--- src/design/pim_pkg.sv ---
// constants, field positions and types for the per-port gate and
// operation control register bank.
// assumes an 8-bit register offset local to one port, 8-bit data.
package pim_pkg;

	// ---------------------------------------------------------------
	// register offsets, local to one port
	// ---------------------------------------------------------------
	localparam int unsigned PIM_ADDR_W = 8;
	localparam int unsigned PIM_DATA_W = 8;
	localparam int unsigned PIM_SRC_N = 4;
	localparam logic [7:0] PIM_OFS_IRQ_STATUS = 8'h1b;
	localparam logic [7:0] PIM_OFS_IRQ_GATE = 8'h1f;
	localparam logic [7:0] PIM_OFS_OP_CTRL = 8'h20;

	// ---------------------------------------------------------------
	// field positions
	// ---------------------------------------------------------------
	localparam int unsigned PIM_SRC_SGMII = 3;
	localparam int unsigned PIM_SRC_PTP = 2;
	localparam int unsigned PIM_SRC_PHY = 1;
	localparam int unsigned PIM_SRC_ACL = 0;
	localparam int unsigned PIM_OPC_LOCAL_LB = 7;
	localparam int unsigned PIM_OPC_REMOTE_LB = 6;
	localparam int unsigned PIM_OPC_TAIL_TAG = 2;
	localparam int unsigned PIM_OPC_QSPLIT_LO = 0;
	localparam int unsigned PIM_SGMII_PORT = 7;

	// ---------------------------------------------------------------
	// values after reset
	// ---------------------------------------------------------------
	localparam logic [3:0] PIM_GATE_RST = 4'h0;
	localparam logic [3:0] PIM_STATUS_RST = 4'h0;
	localparam logic [7:0] PIM_RDATA_RST = 8'h00;

	typedef enum logic [1:0] {
		PIM_QS_ONE = 2'b00,
		PIM_QS_TWO = 2'b01,
		PIM_QS_FOUR = 2'b10,
		PIM_QS_RSVD = 2'b11
	} pim_qsplit_t;

	// which interrupt sources exist on a given port
	function automatic logic [3:0] pim_src_impl(input int unsigned port,
		input logic has_phy);
		logic [3:0] impl;
		impl = 4'h0;
		impl[PIM_SRC_ACL] = 1'b1;
		impl[PIM_SRC_PHY] = has_phy;
		impl[PIM_SRC_PTP] = has_phy;
		impl[PIM_SRC_SGMII] = (port == PIM_SGMII_PORT);
		return impl;
	endfunction

endpackage

--- src/design/pim_irq_bank.sv ---
// sticky interrupt status with inverted-polarity gating.
// assumes event, clear, gate and impl inputs are synchronous.
`timescale 1ns/10ps
module pim_irq_bank #(
	parameter int unsigned N = 4
) (
	input wire logic ref_clk_in,
	input wire logic rst_n_in,
	input wire logic [N-1:0] event_in,
	input wire logic [N-1:0] clear_in,
	input wire logic [N-1:0] gate_in,
	input wire logic [N-1:0] impl_in,
	output logic [N-1:0] status_out,
	output logic irq_out
);
	typedef struct packed {
		logic [N-1:0] status;
		logic irq;
	} pim_irq_state_t;

	pim_irq_state_t st_q;
	pim_irq_state_t st_d;

	always_comb begin
		st_d = st_q;
		// set wins over a clear in the same cycle
		st_d.status = ((st_q.status & ~clear_in) | event_in) & impl_in;
		st_d.irq = |(st_d.status & ~gate_in & impl_in);
	end

	always_ff @(posedge ref_clk_in or negedge rst_n_in) begin
		if (!rst_n_in) begin
			st_q <= '0;
		end else begin
			st_q <= st_d;
		end
	end

	assign status_out = st_q.status;
	assign irq_out = st_q.irq;
endmodule

--- src/design/pim_loop_path.sv ---
// local and remote loopback steering for one port's data path.
// assumes data words with a valid qualifier, one word per cycle.
`timescale 1ns/10ps
module pim_loop_path #(
	parameter int unsigned W = 8
) (
	input wire logic ref_clk_in,
	input wire logic rst_n_in,
	input wire logic local_lb_in,
	input wire logic remote_lb_in,
	input wire logic [W-1:0] ext_rx_data_in,
	input wire logic ext_rx_valid_in,
	input wire logic [W-1:0] fab_egress_data_in,
	input wire logic fab_egress_valid_in,
	output logic [W-1:0] ext_tx_data_out,
	output logic ext_tx_valid_out,
	output logic [W-1:0] fab_ingress_data_out,
	output logic fab_ingress_valid_out
);
	typedef struct packed {
		logic [W-1:0] tx_data;
		logic tx_valid;
		logic [W-1:0] in_data;
		logic in_valid;
	} pim_loop_state_t;

	pim_loop_state_t st_q;
	pim_loop_state_t st_d;

	always_comb begin
		st_d = st_q;
		// toward the pins: remote turnaround, else fabric unless local
		if (remote_lb_in) begin
			st_d.tx_data = ext_rx_data_in;
			st_d.tx_valid = ext_rx_valid_in;
		end else begin
			st_d.tx_data = fab_egress_data_in;
			st_d.tx_valid = fab_egress_valid_in & ~local_lb_in;
		end
		// toward the fabric: local turnaround, else pins unless remote
		if (local_lb_in) begin
			st_d.in_data = fab_egress_data_in;
			st_d.in_valid = fab_egress_valid_in;
		end else begin
			st_d.in_data = ext_rx_data_in;
			st_d.in_valid = ext_rx_valid_in & ~remote_lb_in;
		end
	end

	always_ff @(posedge ref_clk_in or negedge rst_n_in) begin
		if (!rst_n_in) begin
			st_q <= '0;
		end else begin
			st_q <= st_d;
		end
	end

	assign ext_tx_data_out = st_q.tx_data;
	assign ext_tx_valid_out = st_q.tx_valid;
	assign fab_ingress_data_out = st_q.in_data;
	assign fab_ingress_valid_out = st_q.in_valid;
endmodule

--- src/design/pim_port_regs.sv ---
// per-port interrupt gate and operation control registers, with the
// sticky interrupt status and the loopback steering they control.
// assumes a synchronous register port: one-cycle strobes, read data
// in the cycle after the read strobe; all inputs synchronous.
//
// Notes on behaviour
// four-bit gate register per port, per-source
// gate bit one blocks; resets to zero
// sgmii gate bit effective on port seven only
// ptp and phy gate bits need phy
// acl gate bit exists on every port
// bit seven loops fabric egress back in
// bit six loops pin receive back out
// phy pair or media independent pins turn
// bit two marks host port, tail tagging
// software enables tail tagging on one port
// bits one:zero pick one, two, four queues
// reserved bits read zero, ignore writes
// toggling acl gate bit clears acl status
// interrupt while ungated status bit set
`timescale 1ns/10ps
module pim_port_regs
	import pim_pkg::*;
#(
	parameter int unsigned PORT_NUM = 1,
	parameter bit HAS_PHY = 1'b1,
	parameter int unsigned DATA_W = 8
) (
	input wire logic ref_clk_in,
	input wire logic rst_n_in,
	input wire logic [PIM_ADDR_W-1:0] reg_addr_in,
	input wire logic [PIM_DATA_W-1:0] reg_wdata_in,
	input wire logic reg_wr_in,
	input wire logic reg_rd_in,
	output logic [PIM_DATA_W-1:0] reg_rdata_out,
	input wire logic sgmii_an_done_in,
	input wire logic ptp_summary_in,
	input wire logic phy_summary_in,
	input wire logic acl_event_in,
	output logic irq_out,
	output logic local_loopback_out,
	output logic remote_loopback_out,
	output logic tail_tag_out,
	output logic [1:0] queue_split_out,
	input wire logic [DATA_W-1:0] ext_rx_data_in,
	input wire logic ext_rx_valid_in,
	input wire logic [DATA_W-1:0] fab_egress_data_in,
	input wire logic fab_egress_valid_in,
	output logic [DATA_W-1:0] ext_tx_data_out,
	output logic ext_tx_valid_out,
	output logic [DATA_W-1:0] fab_ingress_data_out,
	output logic fab_ingress_valid_out
);
	// ---------------------------------------------------------------
	// state
	// ---------------------------------------------------------------
	typedef struct packed {
		logic [3:0] gate;
		logic local_lb;
		logic remote_lb;
		logic tail_tag;
		pim_qsplit_t qsplit;
		logic [PIM_DATA_W-1:0] rdata;
	} pim_regs_state_t;

	localparam logic [3:0] SRC_IMPL = pim_src_impl(PORT_NUM, HAS_PHY);

	pim_regs_state_t st_q;
	pim_regs_state_t st_d;
	logic [3:0] status;
	logic [3:0] events;
	logic [3:0] clear;
	logic wr_gate;
	logic wr_opc;
	logic wr_status;
	logic [1:0] qs_wr;

	// ---------------------------------------------------------------
	// decode
	// ---------------------------------------------------------------
	assign wr_gate = reg_wr_in && (reg_addr_in == PIM_OFS_IRQ_GATE);
	assign wr_opc = reg_wr_in && (reg_addr_in == PIM_OFS_OP_CTRL);
	assign wr_status = reg_wr_in && (reg_addr_in == PIM_OFS_IRQ_STATUS);
	assign qs_wr = reg_wdata_in[PIM_OPC_QSPLIT_LO +: 2];

	assign events[PIM_SRC_SGMII] = sgmii_an_done_in;
	assign events[PIM_SRC_PTP] = ptp_summary_in;
	assign events[PIM_SRC_PHY] = phy_summary_in;
	assign events[PIM_SRC_ACL] = acl_event_in;

	always_comb begin
		clear = 4'h0;
		if (wr_status) begin
			clear = reg_wdata_in[3:0];
		end
		// a change of the acl gate bit clears acl status
		if (wr_gate &&
			(reg_wdata_in[PIM_SRC_ACL] != st_q.gate[PIM_SRC_ACL])) begin
			clear[PIM_SRC_ACL] = 1'b1;
		end
	end

	// ---------------------------------------------------------------
	// register file
	// ---------------------------------------------------------------
	always_comb begin
		st_d = st_q;
		if (wr_gate) begin
			st_d.gate = reg_wdata_in[3:0];
		end
		if (wr_opc) begin
			st_d.local_lb = reg_wdata_in[PIM_OPC_LOCAL_LB];
			st_d.remote_lb = reg_wdata_in[PIM_OPC_REMOTE_LB];
			st_d.tail_tag = reg_wdata_in[PIM_OPC_TAIL_TAG];
			// reserved code leaves the queue split unchanged
			if (qs_wr != PIM_QS_RSVD) begin
				st_d.qsplit = pim_qsplit_t'(qs_wr);
			end
		end
		st_d.rdata = PIM_RDATA_RST;
		if (reg_rd_in) begin
			unique case (reg_addr_in)
				PIM_OFS_IRQ_GATE: begin
					st_d.rdata = {4'h0, st_q.gate};
				end
				PIM_OFS_OP_CTRL: begin
					st_d.rdata = {st_q.local_lb, st_q.remote_lb, 3'h0,
						st_q.tail_tag, st_q.qsplit};
				end
				PIM_OFS_IRQ_STATUS: begin
					st_d.rdata = {4'h0, status};
				end
				default: begin
					st_d.rdata = PIM_RDATA_RST;
				end
			endcase
		end
	end

	always_ff @(posedge ref_clk_in or negedge rst_n_in) begin
		if (!rst_n_in) begin
			st_q.gate <= PIM_GATE_RST;
			st_q.local_lb <= 1'b0;
			st_q.remote_lb <= 1'b0;
			st_q.tail_tag <= 1'b0;
			st_q.qsplit <= PIM_QS_ONE;
			st_q.rdata <= PIM_RDATA_RST;
		end else begin
			st_q <= st_d;
		end
	end

	// ---------------------------------------------------------------
	// interrupt status and gating
	// ---------------------------------------------------------------
	// sources absent on this port never set and never gate
	pim_irq_bank #(
		.N(PIM_SRC_N)
	) u_irq (
		.ref_clk_in(ref_clk_in),
		.rst_n_in(rst_n_in),
		.event_in(events),
		.clear_in(clear),
		.gate_in(st_q.gate),
		.impl_in(SRC_IMPL),
		.status_out(status),
		.irq_out(irq_out)
	);

	// ---------------------------------------------------------------
	// loopback steering
	// ---------------------------------------------------------------
	pim_loop_path #(
		.W(DATA_W)
	) u_loop (
		.ref_clk_in(ref_clk_in),
		.rst_n_in(rst_n_in),
		.local_lb_in(st_q.local_lb),
		.remote_lb_in(st_q.remote_lb),
		.ext_rx_data_in(ext_rx_data_in),
		.ext_rx_valid_in(ext_rx_valid_in),
		.fab_egress_data_in(fab_egress_data_in),
		.fab_egress_valid_in(fab_egress_valid_in),
		.ext_tx_data_out(ext_tx_data_out),
		.ext_tx_valid_out(ext_tx_valid_out),
		.fab_ingress_data_out(fab_ingress_data_out),
		.fab_ingress_valid_out(fab_ingress_valid_out)
	);

	// ---------------------------------------------------------------
	// outputs
	// ---------------------------------------------------------------
	assign reg_rdata_out = st_q.rdata;
	assign local_loopback_out = st_q.local_lb;
	assign remote_loopback_out = st_q.remote_lb;
	assign tail_tag_out = st_q.tail_tag;
	assign queue_split_out = st_q.qsplit;
endmodule

--- config.mk ---
export PLATFORM = sky130hd
export DESIGN_NAME = pim_port_regs
export DESIGN_NICKNAME = d
export VERILOG_FILES = /design/src/design/pim_pkg.sv /design/src/design/pim_irq_bank.sv /design/src/design/pim_loop_path.sv /design/src/design/pim_port_regs.sv
export SDC_FILE = /design/constraint.sdc
export NUM_CORES = 1
export LEC_CHECK = 0
export BUFFER_PORTS_ARGS = -buffer_cell sky130_fd_sc_hd__buf_2
export CAP_MARGIN = 40
export CORE_MARGIN = 2
export CORE_UTILIZATION = 35
export CTS_BUF_LIST = sky130_fd_sc_hd__clkbuf_8
export DETAILED_ROUTE_END_ITERATION = 8
export PLACE_DENSITY = 0.7
export SLEW_MARGIN = 10
export SYNTH_ARGS = -nofsm -noshare
export SYNTH_HDL_FRONTEND = slang
export SYNTH_HIERARCHICAL = 1
export SYNTH_SLANG_ARGS = --single-unit
--- constraint.sdc ---
create_clock -name ref_clk_in -period 2 [get_ports ref_clk_in]
set_input_delay 0.2 -clock ref_clk_in [delete_from_list [all_inputs] [get_ports ref_clk_in]]
set_output_delay 0.2 -clock ref_clk_in [all_outputs]
set_load 0.1 [all_outputs]
==> metrics.md <==
| Metric | Value |
|---|---|
| Vias per Instance | `4.45` |
| Vias in the first global route | `between 1000 and 1500` |
| Die height | `77.4 microns` |
| Hold Crit Class | `primary input to flop` |
| Slew @ Worst Pin | `between 0.5 and 0.6 ns` |
| Die Span X | `between 70 and 80 microns` |
| Int Pwr | `approximately 0.0015 W` |
| Commonest non-fill, non-tap cell in the layout | `buf_2` |
| Crit path launch | `local_loopback_out` |
| Fillers | `slightly below 500` |
| CP Cell Sequence | `buf_2` |
| Worst VDD drop | `~270 uV` |
| Clock Skew | `between 0.007 and 0.008 ns` |
| Reg2reg path depth | `6` |
| Sw Ratio | `between 20% and 30%` |
| Critical path peak fanout | `7` |
| GRT Residual Overflow | `0` |
| Top post-synthesis cells by area | `dfrtp_1 (50%), mux2_4 (14%), mux2_2 (5.4%)` |
| CP Capture Type | `output port` |
| R2R setup slack | `roughly 0.74 ns` |
| Proportion of layout cells with a drive suffix above 1 | `a little under three fifths` |
| Run status | `finished, final reports clean` |
| Final HPWL DP | `about 2900 microns` |
| Synth warn | `6` |
| R2r startpoint | `st_q[13]` |
| Synth Area per Inst | `14.0 sq um` |
| Clock buffer depth | `2` |
| Synth-to-layout area growth | `28.6%` |
| Slew HR | `approximately two thirds` |
| Worst hold path startpoint | `acl_event_in` |
| Final hold violation count | `0` |
| H-tree depth | `2` |
| Top cell type by total area after synthesis | `dfrtp_1` |
| CP delay by family, top | `flip-flops` |
| Antenna-violating nets left | `0` |
| Sequential cell fraction of total power | `39.8%` |
| Core Area | `slightly above 5000 sq um` |
| Tot GR Track Use | `13.3%` |
| WS Path Type | `flop to output port` |
| Synthesized area | `approximately 1900 sq um` |
| CP bufs+invs | `1` |
| Overall Power | `around 0.002 W` |
| WP data arrival | `~1.3 ns` |
| Final setup margin | `~0.48 ns` |
| Register area share after synthesis | `about half` |
| Commonest cells after routing, fill and taps aside | `buf_2 (69), dfrtp_1 (38), mux2_4 (18)` |
| Clock share of power | `38.9%` |
| N_diodes | `0` |
| Syn Inst Count | `~140` |
| Clock sink count | `38` |
| Nets | `around 250` |
| Combinational share of power | `between 20% and 30%` |
| Crit-path slowest cell | `dfrtp_1` |
| Delay of the slowest cell on the worst path | `0.54 ns` |
| NetSw | `between 0.0005 and 0.0006 W` |
| Worst R2R End | `u_irq/irq_out` |
| Final min period | `roughly 1.5 ns` |
| Initial core utilization | `about 37%` |
| Final setup viols | `0` |
| Avg WL per Cell | `13.5 microns` |
| Cell count along the critical path | `1` |
| Leak pwr | `approximately 1.3 nW` |
| Die Area | `between 5000 and 6000 sq um` |
| Row count | `26` |
| Routability congestion estimate | `0.786` |
| Worst EP required | `about 1.8 ns` |
| Post-route insts no fill | `about 280` |
| Max Cap Violations | `0` |
| Synth top area share | `50.4%` |
| Final slew viol count | `0` |
| Cell count after placement | `~270` |
| Vias | `1250` |
| Routed wire length | `around 3800 microns` |
| Detailed Routing Iterations Pass 1 | `4` |
| TritonCTS clock tree | `yes` |
| Netlist cell types | `36` |
| FMAX | `0.656 GHz` |
| Worst setup SP type | `flop` |
| Initial antenna violation count | `0` |
| Clk root buf | `clkbuf_8` |
| Post-cts resize count | `0` |
| Clock Latency Late Sink | `between 0.2 and 0.3 ns` |
| Num CTS Buffers | `5` |
| CP endpoint | `local_loopback_out` |
| Synthesis-stage register bit count | `38` |
| Worst-path clk slew | `around 0.080 ns` |
| Final worst-path cycle share | `between 70 and 80%` |
| Num ports | `74` |
| Power per cell area | `849 nW/um^2` |
| Largest net degree at the start of global routing | `39` |
| Residual DRC | `0` |
| First-pass GRT wire length | `approximately 6100 microns` |
| Iter 0 DRT Violations | `36` |
| Place WS | `about 0.33 ns` |
| RSZ-0062 raised after global routing | `false` |
| Quantity of I/O buffers inserted on ports | `69` |
| Hold_ws | `roughly 0.13 ns` |
| TNS Setup | `0 ns` |
[per-stage QoR]
| stage | utilization (%) | area (sq um) |
|---|---|---|
| after floorplan | - | 1920 |
| after global placement | 43.8 | 2250 |
| after detailed placement | 43.8 | 2250 |
| after CTS | 46.6 | 2390 |
| after global routing | 47.2 | 2420 |
| final | 47.2 | 2420 |
[state kept, by name, summed over array words and instances, names as in the netlist]
name	cells
reg_rdata_out	6
local_loopback_out	1
remote_loopback_out	1
u_irq/irq_out	1
queue_split_out	2
tail_tag_out	1
u_loop/ext_tx_data_out	8
u_loop/fab_ingress_valid_out	1
u_loop/fab_ingress_data_out	8
u_irq/status_out	4
st_q	4
u_loop/ext_tx_valid_out	1
[cells by family after synthesis]
family	synth area share, %
AOI/OAI and AO/OA	5.57
xor gates and xnor gates	0.465
buffers and inverters	6.10
DFF	50.4
muxes	19.7
other	0.398
and+or+nand+nor	17.3
[power by group through the flow]
stage,Sequential (W),Clock (W),Combinational (W)
2_1_floorplan,0.00101,0,0.000149
3_3_place_gp,0.000834,0,0.000429
3_5_place_dp,0.000835,0,0.000435
4_1_cts,0.000820,0.000817,0.000435
5_1_grt,0.000824,0.000845,0.000462
6_report,0.000819,0.000801,0.000439
[layer usage]
metal	vias up	wire, microns	GRT usage (%)
met2	31	2040	23.3
met5	-	0	0
met3	6	185	3.49
met1	601	1500	15.0
li1	612	-	-
met4	0	65	6.43
[cell type report]
type | count | area [sq um] | area share [%]
multi-input combinational | 91 | 850 | 35.0
inverter | 1 | 3.75 | 0.155
clock inverter | 2 | 60.1 | 2.48
tap | 70 | 87.6 | 3.61
timing repair buffer | 73 | 390 | 16.1
sequential | 38 | 951 | 39.2
clock buffer | 6 | 82.6 | 3.41
[timing repair]
action | CTS | global route
hold endpoints to repair | 0 | 38
buffers inserted | 0 | 0
hold buffers | 0 | 1
[worst min-delay path by stage]
stage | end | cells after the start | slack, ns
floorplan | local_loopback_out | 0 | -0.1
global placement | st_q[13] | 1 | 0.34
detailed placement | st_q[16] | 1 | 0.35
CTS | st_q[16] | 1 | 0.04
global route | local_loopback_out | 2 | 0.13
finish | u_irq/status_out[0] | 2 | 0.13
[cells in the mapped netlist]
| cell | instances |
|---|---|
| a21boi_0 | 3 |
| a22o_1 | 1 |
| a41oi_1 | 1 |
| and2_1 | 1 |
| and2_2 | 1 |
| and2b_2 | 1 |
| and3_1 | 4 |
| and3_2 | 1 |
| and4b_1 | 3 |
| and4b_2 | 1 |
| buf_4 | 10 |
| buf_6 | 2 |
| clkbuf_8 | 1 |
| conb_1 | 2 |
| dfrtp_1 | 38 |
| inv_1 | 1 |
| mux2_2 | 9 |
| mux2_4 | 18 |
| nand2_1 | 2 |
| nand2b_1 | 1 |
| nand3_1 | 6 |
| nand4_1 | 1 |
| nand4_2 | 1 |
| nand4_4 | 1 |
| nor2_1 | 2 |
| nor2_2 | 1 |
| nor2b_1 | 5 |
| nor2b_4 | 3 |
| nor4_4 | 1 |
| nor4b_2 | 1 |
| nor4b_4 | 1 |
| o21a_1 | 4 |
| o21ai_0 | 1 |
| o21ai_1 | 4 |
| o22a_2 | 1 |
| xnor2_1 | 1 |
Power figures use the tool's default switching activity.
